## config.mk

```make
export PLATFORM = sky130hd
export DESIGN_NAME = periph_irq_dma_dev_flat
export DESIGN_NICKNAME = d
export VERILOG_FILES = /design/src/rtl/periph_irq_pkg.sv /design/src/rtl/irq_dma_link_if.sv /design/src/rtl/periph_irq_dma_dev.sv /design/src/flat_wrapper.sv
export SDC_FILE = /design/constraint.sdc
export NUM_CORES = 1
export LEC_CHECK = 0
export BUFFER_PORTS_ARGS = -buffer_cell sky130_fd_sc_hd__buf_2
export CAP_MARGIN = 25
export CORE_MARGIN = 1
export CORE_UTILIZATION = 57
export CTS_CLUSTER_DIAMETER = 200
export DETAILED_ROUTE_END_ITERATION = 16
export HOLD_SLACK_MARGIN = 0.08
export PLACE_DENSITY = 0.84
export SYNTH_ARGS = -nofsm -noshare
export SYNTH_HDL_FRONTEND = slang
export SYNTH_SLANG_ARGS = --single-unit
export TNS_END_PERCENT = 30
```

## constraint.sdc

```tcl
create_clock -name SYS_CLK -period 9.2 [get_ports SYS_CLK]
set_clock_uncertainty 0.1 [all_clocks]
set_input_delay 1.38 -clock SYS_CLK [delete_from_list [all_inputs] [get_ports SYS_CLK]]
set_output_delay 1.38 -clock SYS_CLK [all_outputs]
set_load 0.02 [all_outputs]
```

## src/rtl/periph_irq_pkg.sv

```systemverilog
// Shared constants and types for the peripheral interrupt and DMA burst blocks.
package periph_irq_pkg;

  localparam int          ADDR_W          = 8;
  localparam int          DATA_W          = 32;
  localparam int          EP_COUNT        = 8;
  localparam int          REASON_W        = 8;
  localparam int          BURST_REG_W     = 16;
  localparam int          BURST_FIELD_W   = 13;

  localparam logic [ADDR_W-1:0] STATUS_OFFSET = 8'h18;
  localparam logic [ADDR_W-1:0] REASON_OFFSET = 8'h50;
  localparam logic [ADDR_W-1:0] BURST_OFFSET  = 8'h64;

  localparam int          BUS_RESET_BIT   = 0;
  localparam int          SOF_BIT         = 1;
  localparam int          PSEUDO_FRAME_START_EVENT_BIT        = 2;
  localparam int          SUSPEND_BIT     = 3;
  localparam int          RESUME_BIT      = 4;
  localparam int          HS_STAT_BIT     = 5;
  localparam int          DMA_BIT         = 6;
  localparam int          VBUS_BIT        = 7;
  localparam int          SETUP_BIT       = 8;
  localparam int          EP_RX_BIT0      = 10;
  localparam int          EP_TX_BIT0      = 11;
  localparam int          EP_BIT_STRIDE   = 2;

  localparam logic [DATA_W-1:0]        STATUS_VALID_MASK = 32'h03ff_fdff;
  localparam logic [DATA_W-1:0]        STATUS_RESET      = 32'h0000_0000;
  localparam logic [REASON_W-1:0]      REASON_RESET      = 8'h00;
  localparam logic [BURST_REG_W-1:0]   BURST_RESET       = 16'h0000;
  localparam logic [BURST_FIELD_W-1:0] BURST_EVEN_MASK   = 13'h1ffe;
  localparam logic [BURST_FIELD_W-1:0] STEP_NARROW       = 13'h0001;
  localparam logic [BURST_FIELD_W-1:0] STEP_WIDE         = 13'h0002;

  typedef enum logic [1:0] {
    DMA_IDLE  = 2'b00,
    DMA_BURST = 2'b01,
    DMA_GAP   = 2'b11
  } dma_state_type;

  typedef enum logic [1:0] {
    HOST_IDLE   = 2'b00,
    HOST_REASON = 2'b01,
    HOST_ISSUE  = 2'b11,
    HOST_WAIT   = 2'b10
  } host_state_type;

endpackage

```

## src/rtl/irq_dma_link_if.sv

```systemverilog
// Register access, interrupt and DMA handshake signals between processor side and device.
`timescale 1ns/100ps
interface irq_dma_link_if;
  import periph_irq_pkg::*;

  logic [ADDR_W-1:0] reg_addr;
  logic [DATA_W-1:0] reg_wdata;
  logic              reg_wr;
  logic              reg_rd;
  logic [DATA_W-1:0] reg_rdata;
  logic              reg_rvalid;
  logic              bus_wide;
  logic              irq;
  logic              dma_request_line;
  logic              dma_ack;

  modport device_mp (
    input  reg_addr,
    input  reg_wdata,
    input  reg_wr,
    input  reg_rd,
    input  bus_wide,
    input  dma_ack,
    output reg_rdata,
    output reg_rvalid,
    output irq,
    output dma_request_line
  );

  modport host_mp (
    output reg_addr,
    output reg_wdata,
    output reg_wr,
    output reg_rd,
    output bus_wide,
    output dma_ack,
    input  reg_rdata,
    input  reg_rvalid,
    input  irq,
    input  dma_request_line
  );
endinterface

```

## src/rtl/periph_irq_dma_dev.sv

```systemverilog
// Device end: interrupt status word, DMA reason bits and DMA burst request counter.
`timescale 1ns/100ps
// Function
// - Burst length is 13 bits, top three reserved.
// - Host loads even burst length in wide mode.
// - Host picks burst dividing buffer transfer count.
// - Request drops when bytes moved reach length.
// - Host writes reserved bits with reset value.
// - Status bit sets on its hardware event.
// - Interrupt high while status word non-zero.
// - Host reads status word after interrupt.
// - Each endpoint has transmit and receive bits.
// - Bus state events set their status bits.
// - One DMA bit, causes in reason register.
// - Writing one clears a bit, zero keeps; the DMA bit clears only once the reason bits are all zero.
// - Host clears cause and DMA bit together.
// - Fixed status bit layout, top bits reserved.
module periph_irq_dma_dev (
  input  wire logic                                 SYS_CLK,
  input  wire logic                                 RST_N,
  irq_dma_link_if.device_mp                         LINK,
  input  wire logic [periph_irq_pkg::EP_COUNT-1:0]  EP_TX_EVENT,
  input  wire logic [periph_irq_pkg::EP_COUNT-1:0]  EP_RX_EVENT,
  input  wire logic                                 SETUP_EVENT,
  input  wire logic                                 BUS_RESET_EVENT,
  input  wire logic                                 SOF_EVENT,
  input  wire logic                                 PSEUDO_FRAME_START_EVENT_EVENT,
  input  wire logic                                 SUSPEND_EVENT,
  input  wire logic                                 RESUME_EVENT,
  input  wire logic                                 HS_STAT_EVENT,
  input  wire logic                                 VBUS_EVENT,
  input  wire logic [periph_irq_pkg::REASON_W-1:0]  DMA_CAUSE_EVENT,
  input  wire logic                                 DMA_ACTIVE,
  output logic                                      BURST_DONE
);
  import periph_irq_pkg::*;

  logic [DATA_W-1:0]        status_ff;
  logic [DATA_W-1:0]        nxt_status;
  logic [REASON_W-1:0]      reason_ff;
  logic [REASON_W-1:0]      nxt_reason;
  logic [BURST_REG_W-1:0]   burst_ff;
  logic [BURST_REG_W-1:0]   nxt_burst;
  logic                     irq_ff;
  logic                     nxt_irq;
  logic [DATA_W-1:0]        rdata_ff;
  logic [DATA_W-1:0]        nxt_rdata;
  logic                     rvalid_ff;
  logic                     nxt_rvalid;
  dma_state_type            dma_state_ff;
  dma_state_type            nxt_dma_state;
  logic [BURST_FIELD_W-1:0] count_ff;
  logic [BURST_FIELD_W-1:0] nxt_count;
  logic                     req_ff;
  logic                     nxt_req;
  logic                     done_ff;
  logic                     nxt_done;
  logic [DATA_W-1:0]        set_vec;
  logic [DATA_W-1:0]        clr_vec;
  logic [DATA_W-1:0]        reason_clr;
  logic [BURST_FIELD_W-1:0] burst_len;
  logic [BURST_FIELD_W-1:0] step;
  logic [BURST_FIELD_W:0]   moved;

  // Clears the bits written with one, then applies new events so a set wins.
  function automatic logic [DATA_W-1:0] clear_then_set(
    input logic [DATA_W-1:0] cur,
    input logic [DATA_W-1:0] set,
    input logic [DATA_W-1:0] clr
  );
    clear_then_set = (cur & ~clr) | set;
  endfunction

  // Register address match for a write strobe.
  function automatic logic write_hit(
    input logic              wr,
    input logic [ADDR_W-1:0] addr,
    input logic [ADDR_W-1:0] offset
  );
    write_hit = wr && (addr == offset);
  endfunction

  assign burst_len = burst_ff[BURST_FIELD_W-1:0];

  // Collects the hardware events into their status positions.
  always_comb begin
    set_vec                = '0;
    set_vec[BUS_RESET_BIT] = BUS_RESET_EVENT;
    set_vec[SOF_BIT]       = SOF_EVENT;
    set_vec[PSEUDO_FRAME_START_EVENT_BIT]      = PSEUDO_FRAME_START_EVENT_EVENT;
    set_vec[SUSPEND_BIT]   = SUSPEND_EVENT;
    set_vec[RESUME_BIT]    = RESUME_EVENT;
    set_vec[HS_STAT_BIT]   = HS_STAT_EVENT;
    set_vec[VBUS_BIT]      = VBUS_EVENT;
    set_vec[SETUP_BIT]     = SETUP_EVENT;
    set_vec[DMA_BIT]       = |DMA_CAUSE_EVENT;
    for (int i = 0; i < EP_COUNT; i++) begin
      set_vec[EP_RX_BIT0 + EP_BIT_STRIDE * i] = EP_RX_EVENT[i];
      set_vec[EP_TX_BIT0 + EP_BIT_STRIDE * i] = EP_TX_EVENT[i];
    end
  end

  // Status word, reason bits, burst register and read port.
  always_comb begin
    clr_vec    = '0;
    reason_clr = '0;
    nxt_burst  = burst_ff;
    nxt_rdata  = rdata_ff;
    nxt_rvalid = 1'b0;
    if (write_hit(LINK.reg_wr, LINK.reg_addr, STATUS_OFFSET)) begin
      clr_vec = LINK.reg_wdata & STATUS_VALID_MASK;
    end
    if (write_hit(LINK.reg_wr, LINK.reg_addr, REASON_OFFSET)) begin
      reason_clr = LINK.reg_wdata;
    end
    if (write_hit(LINK.reg_wr, LINK.reg_addr, BURST_OFFSET)) begin
      nxt_burst = BURST_REG_W'(LINK.reg_wdata[BURST_FIELD_W-1:0]);
    end
    nxt_reason = REASON_W'(clear_then_set(DATA_W'(reason_ff), DATA_W'(DMA_CAUSE_EVENT),
                                          reason_clr));
    nxt_status = clear_then_set(status_ff, set_vec, clr_vec) & STATUS_VALID_MASK;
    nxt_status[DMA_BIT] = set_vec[DMA_BIT] |
                          (status_ff[DMA_BIT] & ~(clr_vec[DMA_BIT] & (nxt_reason == '0)));
    nxt_irq = (nxt_status != '0);
    if (LINK.reg_rd) begin
      nxt_rvalid = 1'b1;
      case (LINK.reg_addr)
        STATUS_OFFSET: nxt_rdata = status_ff;
        REASON_OFFSET: nxt_rdata = DATA_W'(reason_ff);
        BURST_OFFSET:  nxt_rdata = DATA_W'(burst_ff);
        default:       nxt_rdata = '0;
      endcase
    end
  end

  always_ff @(posedge SYS_CLK) begin
    if (!RST_N) begin
      status_ff <= STATUS_RESET;
      reason_ff <= REASON_RESET;
      burst_ff  <= BURST_RESET;
      irq_ff    <= 1'b0;
      rdata_ff  <= '0;
      rvalid_ff <= 1'b0;
    end else begin
      status_ff <= nxt_status;
      reason_ff <= nxt_reason;
      burst_ff  <= nxt_burst;
      irq_ff    <= nxt_irq;
      rdata_ff  <= nxt_rdata;
      rvalid_ff <= nxt_rvalid;
    end
  end

  // Burst counter: each acknowledge moves one byte, or two on the wide bus.
  always_comb begin
    step          = LINK.bus_wide ? STEP_WIDE : STEP_NARROW;
    moved         = (BURST_FIELD_W + 1)'(count_ff) + (BURST_FIELD_W + 1)'(step);
    nxt_dma_state = dma_state_ff;
    nxt_count     = count_ff;
    nxt_req       = req_ff;
    nxt_done      = 1'b0;
    case (dma_state_ff)
      DMA_IDLE: begin
        if (DMA_ACTIVE && (burst_len != '0)) begin
          nxt_req       = 1'b1;
          nxt_count     = '0;
          nxt_dma_state = DMA_BURST;
        end
      end
      DMA_BURST: begin
        if (!DMA_ACTIVE) begin
          nxt_req       = 1'b0;
          nxt_count     = '0;
          nxt_dma_state = DMA_IDLE;
        end else if (LINK.dma_ack) begin
          if (moved >= (BURST_FIELD_W + 1)'(burst_len)) begin
            nxt_req       = 1'b0;
            nxt_done      = 1'b1;
            nxt_count     = '0;
            nxt_dma_state = DMA_GAP;
          end else begin
            nxt_count = moved[BURST_FIELD_W-1:0];
          end
        end
      end
      DMA_GAP: begin
        nxt_dma_state = DMA_IDLE;
      end
      default: begin
        nxt_req       = 1'b0;
        nxt_count     = '0;
        nxt_dma_state = DMA_IDLE;
      end
    endcase
  end

  always_ff @(posedge SYS_CLK) begin
    if (!RST_N) begin
      dma_state_ff <= DMA_IDLE;
      count_ff     <= '0;
      req_ff       <= 1'b0;
      done_ff      <= 1'b0;
    end else begin
      dma_state_ff <= nxt_dma_state;
      count_ff     <= nxt_count;
      req_ff       <= nxt_req;
      done_ff      <= nxt_done;
    end
  end

  assign LINK.reg_rdata        = rdata_ff;
  assign LINK.reg_rvalid       = rvalid_ff;
  assign LINK.irq              = irq_ff;
  assign LINK.dma_request_line = req_ff;
  assign BURST_DONE            = done_ff;

endmodule

```

## src/flat_wrapper.sv

```systemverilog
// flat-port wrapper written by rule: the top's interface ports become plain ports
module periph_irq_dma_dev_flat import periph_irq_pkg::*;
  (SYS_CLK, RST_N, EP_TX_EVENT, EP_RX_EVENT, SETUP_EVENT, BUS_RESET_EVENT, SOF_EVENT, PSEUDO_FRAME_START_EVENT_EVENT, SUSPEND_EVENT, RESUME_EVENT, HS_STAT_EVENT, VBUS_EVENT, DMA_CAUSE_EVENT, DMA_ACTIVE, BURST_DONE, LINK_reg_addr, LINK_reg_wdata, LINK_reg_wr, LINK_reg_rd, LINK_bus_wide, LINK_dma_ack, LINK_reg_rdata, LINK_reg_rvalid, LINK_irq, LINK_dma_request_line);
  irq_dma_link_if LINK_i ();
  input  wire logic SYS_CLK;
  input  wire logic RST_N;
  input  wire logic [periph_irq_pkg::EP_COUNT-1:0] EP_TX_EVENT;
  input  wire logic [periph_irq_pkg::EP_COUNT-1:0] EP_RX_EVENT;
  input  wire logic SETUP_EVENT;
  input  wire logic BUS_RESET_EVENT;
  input  wire logic SOF_EVENT;
  input  wire logic PSEUDO_FRAME_START_EVENT_EVENT;
  input  wire logic SUSPEND_EVENT;
  input  wire logic RESUME_EVENT;
  input  wire logic HS_STAT_EVENT;
  input  wire logic VBUS_EVENT;
  input  wire logic [periph_irq_pkg::REASON_W-1:0] DMA_CAUSE_EVENT;
  input  wire logic DMA_ACTIVE;
  output logic BURST_DONE;
  input wire logic [$bits(LINK_i.reg_addr)-1:0] LINK_reg_addr;
  input wire logic [$bits(LINK_i.reg_wdata)-1:0] LINK_reg_wdata;
  input wire logic [$bits(LINK_i.reg_wr)-1:0] LINK_reg_wr;
  input wire logic [$bits(LINK_i.reg_rd)-1:0] LINK_reg_rd;
  input wire logic [$bits(LINK_i.bus_wide)-1:0] LINK_bus_wide;
  input wire logic [$bits(LINK_i.dma_ack)-1:0] LINK_dma_ack;
  output wire logic [$bits(LINK_i.reg_rdata)-1:0] LINK_reg_rdata;
  output wire logic [$bits(LINK_i.reg_rvalid)-1:0] LINK_reg_rvalid;
  output wire logic [$bits(LINK_i.irq)-1:0] LINK_irq;
  output wire logic [$bits(LINK_i.dma_request_line)-1:0] LINK_dma_request_line;
  assign LINK_i.reg_addr = LINK_reg_addr;
  assign LINK_i.reg_wdata = LINK_reg_wdata;
  assign LINK_i.reg_wr = LINK_reg_wr;
  assign LINK_i.reg_rd = LINK_reg_rd;
  assign LINK_i.bus_wide = LINK_bus_wide;
  assign LINK_i.dma_ack = LINK_dma_ack;
  assign LINK_reg_rdata = LINK_i.reg_rdata;
  assign LINK_reg_rvalid = LINK_i.reg_rvalid;
  assign LINK_irq = LINK_i.irq;
  assign LINK_dma_request_line = LINK_i.dma_request_line;
  periph_irq_dma_dev u_core (.SYS_CLK(SYS_CLK), .RST_N(RST_N), .LINK(LINK_i), .EP_TX_EVENT(EP_TX_EVENT), .EP_RX_EVENT(EP_RX_EVENT), .SETUP_EVENT(SETUP_EVENT), .BUS_RESET_EVENT(BUS_RESET_EVENT), .SOF_EVENT(SOF_EVENT), .PSEUDO_FRAME_START_EVENT_EVENT(PSEUDO_FRAME_START_EVENT_EVENT), .SUSPEND_EVENT(SUSPEND_EVENT), .RESUME_EVENT(RESUME_EVENT), .HS_STAT_EVENT(HS_STAT_EVENT), .VBUS_EVENT(VBUS_EVENT), .DMA_CAUSE_EVENT(DMA_CAUSE_EVENT), .DMA_ACTIVE(DMA_ACTIVE), .BURST_DONE(BURST_DONE));
endmodule
```

==> metrics.yaml <==
cts_max_path_buffers: 2
postCtsHoldBufs: 0
final_period_minus_worst_setup_slack_ps: 4922
synthesis.instances: 533
grt_antenna_before_repair: 0
finalSetupTns_ps: 0
path_class: "in2reg"
routed_via_density: 5.719
powerDensity_nw_per_um2: 143.8
max_cap_viol_count: 0
grt_pass1_wl_mm: 18.24
n_fill_cell: 640
vias: 4158
first_global_vias: 3899
setup_slack_ps: 4278
ctsHtreeMaxLevel: 3
drtPass1Iterations: 5
global_placement_routability_congestion: 0.8513
syn2layout_area_growth_pct: 15.89
floorplan.initialDensity_pct: 58.99
leading_cell_type_in_the_layout_fill_and_taps_excluded: "sky130_fd_sc_hd__buf_2"
peakVddDrop_mv: 0.08980
fmax_achieved_ghz: 0.2032
worst-endpoint-required_ps: 9390
synth-warning-count: 0
cpMaxStageDelayCell: "sky130_fd_sc_hd__a41oi_1"
place.port_buffers: 102
layout.nets: 715
diode_insertion_count_for_antenna_repair: 0
final.period_utilization_pct: 53.50
clock_tree.root_cell: "sky130_fd_sc_hd__clkbuf_8"
worst-endpoint-arrival_ps: 5110
critical_path.top_delay_family: "compound AO/OA/AOI/OAI gates"
timing.critical_path.buf_inv: 4
synth_area_um2: 4558
num_rows: 32
grt_max_degree: 79
antenna_left: 0
dieWidth_um: 91.43
clock_buffers_created_by_tritoncts: 9
cellLeakagePower_nw: 2.159
gr-usage-all-layers_pct: 27.75
count_of_cells_resized_by_post_cts_repair: 0
worstSetupStartpointType: "input port"
synth_seq_cells: 91
synth_edf_count: 0
cts.repair_timing.setup_buffer_count: 0
detail_route.wirelength_mm: 11.08
ff_latch_area_um2: 1822
tightest_slew_ps: 985.8
clk-insertion-delay-late_ps: 360
path_clk_slew_ps: 90
yosysSeqAreaShare_pct: 39.97
fraction_of_layout_cells_with_a_size_suffix_above_1_pct: 20.48
pre_cts_ws_ps: 3930
synthesis.area_per_instance_um2: 8.552
run_status: "completed"
synth_cell_type_count: 52
core_area_um2: 7727
hold_path.class: "reg2reg"
timing.slew.headroom_pct: 33.72
drtIter0Drc: 318
grt-ovfl-total: 0
die_h_um: 91.43
routed_wire_length_per_instance_um: 15.24
final-setup-viol-count: 0
cts_tree: "built"
asyncSetResetFlopFracSynth_pct: 0
final_max_slew_viol_count: 0
ys.flop_type: "sky130_fd_sc_hd__dfxtp_1"
pin_count: 115
timing.critical_path.fanout_max: 12
critical_path_cell_sequence: "buf_2 -> inv_1 -> ha_1 -> inv_1 -> fa_1 -> nor2_1 -> nand2_1 -> nor2_1 -> xor2_1 -> ha_1 -> a2111oi_0 -> o211ai_1 -> o21bai_1 -> a41oi_1 -> o21ai_0 -> buf_4 -> a211oi_1"
clkSinkCount: 91
cp-end-kind: "flip-flop"
timing.reg2reg.setup_slack_ps: 5170
layout.cells.most_common_list: "sky130_fd_sc_hd__buf_2 (102), sky130_fd_sc_hd__dfxtp_1 (91), sky130_fd_sc_hd__nand2_1 (58)"
final-hold-violation-count: 0
setup_repair_after_global_routing_missed_its_margin: "no"
area_taken_by_multi_input_logic_gates_um2: 2460
detail_route.drc_violations: 0
worst_path_largest_cell_delay_ps: 460
dp_hpwl_mm: 7.925
die_footprint_um2: 8359
[flip-flops by register name, indices dropped and copies added, names as in the netlist]
register,flops
u_core.reason_ff,8
u_core.LINK.dma_request_line,1
u_core.LINK.reg_rdata,26
u_core.dma_state_ff,2
u_core.count_ff,13
u_core.LINK.irq,1
u_core.status_ff,25
u_core.BURST_DONE,1
u_core.burst_ff,13
u_core.LINK.reg_rvalid,1
[layer usage]
| layer | routed length (µm) | global-route usage, % | part of all wire (%) |
|---|---|---|---|
| met1 | 4805 | 36.06 | 43 |
| met2 | 5300 | 46.87 | 48 |
| met3 | 769 | 3.434 | 6.9 |
| met5 | 0 | 0 | 0 |
| met4 | 206 | 10.58 | 1.9 |
[worst reg2reg max path, stage by stage, from the launching register on]
cell and delay, ps:
sky130_fd_sc_hd__dfxtp_1 350, sky130_fd_sc_hd__ha_1 170, sky130_fd_sc_hd__inv_1 60, sky130_fd_sc_hd__fa_1 420, sky130_fd_sc_hd__nor2_1 270, sky130_fd_sc_hd__nand2_1 180
sky130_fd_sc_hd__nor2_1 150, sky130_fd_sc_hd__xor2_1 160, sky130_fd_sc_hd__ha_1 270, sky130_fd_sc_hd__a2111oi_0 380, sky130_fd_sc_hd__o211ai_1 160, sky130_fd_sc_hd__o21bai_1 180
sky130_fd_sc_hd__a41oi_1 460, sky130_fd_sc_hd__o21ai_0 190, sky130_fd_sc_hd__buf_4 240, sky130_fd_sc_hd__a211oi_1 200
[cell usage after synthesis, types with 2 or more instances]
master,number,share of area [%]
sky130_fd_sc_hd__a2111oi_1,3,0.66
sky130_fd_sc_hd__and2_1,16,2.2
sky130_fd_sc_hd__a21o_1,5,0.82
sky130_fd_sc_hd__a222oi_1,8,1.8
sky130_fd_sc_hd__nor2_1,30,2.5
sky130_fd_sc_hd__a21boi_0,27,4.4
sky130_fd_sc_hd__and4_1,2,0.38
sky130_fd_sc_hd__nand3_1,35,3.8
sky130_fd_sc_hd__o21ai_0,3,0.33
sky130_fd_sc_hd__ha_1,15,4.1
sky130_fd_sc_hd__o22ai_1,8,1.1
sky130_fd_sc_hd__nand4_1,8,1.1
sky130_fd_sc_hd__buf_6,3,0.74
sky130_fd_sc_hd__o21a_1,5,0.82
sky130_fd_sc_hd__dfxtp_1,91,40
sky130_fd_sc_hd__and3_1,2,0.27
sky130_fd_sc_hd__nand2_1,58,4.8
sky130_fd_sc_hd__a22oi_1,4,0.66
sky130_fd_sc_hd__xor2_1,12,2.3
sky130_fd_sc_hd__o211ai_1,3,0.49
sky130_fd_sc_hd__a21boi_1,5,0.82
sky130_fd_sc_hd__buf_2,6,0.66
sky130_fd_sc_hd__nor2b_1,26,3.6
sky130_fd_sc_hd__nor3b_1,2,0.33
sky130_fd_sc_hd__nor4_1,5,0.69
sky130_fd_sc_hd__xnor2_1,10,1.9
sky130_fd_sc_hd__o211a_1,4,0.88
sky130_fd_sc_hd__buf_1,2,0.16
sky130_fd_sc_hd__a211oi_1,3,0.49
sky130_fd_sc_hd__nand2b_1,18,2.5
sky130_fd_sc_hd__buf_4,8,1.3
sky130_fd_sc_hd__nor3_1,8,0.88
sky130_fd_sc_hd__o31ai_1,2,0.33
sky130_fd_sc_hd__clkbuf_1,19,1.6
sky130_fd_sc_hd__nand4bb_1,2,0.49
sky130_fd_sc_hd__a21oi_1,31,3.4
sky130_fd_sc_hd__nor4b_4,2,1.0
sky130_fd_sc_hd__inv_1,27,2.2
sky130_fd_sc_hd__a2111oi_0,2,0.38
[kinds of logic (layout without fill, tap and decap cells)]
group / after synthesis / count (layout) / share of synthesized area (%)
xor gates and xnor gates: 22 / 22 / 4.227
and+or+nand+nor: 220 / 220 / 26.00
other: 1 / 6 / 0.08227
buffers and inverters: 65 / 152 / 6.671
adders and majority gates: 16 / 16 / 4.557
AOI/OAI and AO/OA: 118 / 118 / 18.50
DFF: 91 / 91 / 39.97
[power by group]
part           switching (W)  total (W)  internal [W]
clock network       0.000138   0.000279      0.000141
logic              0.0000378  0.0000677     0.0000299
registers         0.00000720   0.000413      0.000406
[layout make-up]
type / instances / share of cell area (%)
Sequential cell: 91 / 34.49
Tap cell: 102 / 2.416
Clock buffer: 13 / 3.008
Timing Repair Buffer: 109 / 10.73
Inverter: 27 / 1.919
Clock inverter: 3 / 0.8764
Multi-Input combinational cell: 382 / 46.57
[path summary, 6_finish.rpt]
| check | start | to | depth (start not counted) |
|---|---|---|---|
| min reg2reg | u_core.LINK.reg_rdata[16]$_SDFFE_PN0P_ | u_core.LINK.reg_rdata[16]$_SDFFE_PN0P_ | 2 |
| max | LINK_bus_wide | u_core.count_ff[1]$_SDFFE_PN0P_ | 17 |
| max reg2reg | u_core.count_ff[0]$_SDFFE_PN0P_ | u_core.count_ff[1]$_SDFFE_PN0P_ | 15 |
| min | u_core.LINK.reg_rdata[16]$_SDFFE_PN0P_ | u_core.LINK.reg_rdata[16]$_SDFFE_PN0P_ | 2 |
[metrics by stage]
stage	hold WS (ps)	instances	utilization, %	total power [W]	area, µm²
after global routing	400.7	727	68.36	0.0007896	5283
after CTS	380.3	726	68.22	0.0007617	5271
after global placement	354.4	710	65.56	0.0004866	5066
after floorplan	340.0	538	-	0.0004597	4577
after detailed placement	367.4	710	65.56	0.0004890	5066
final	381.7	727	68.36	0.0007594	5283
(Power assumes the default switching activity.)
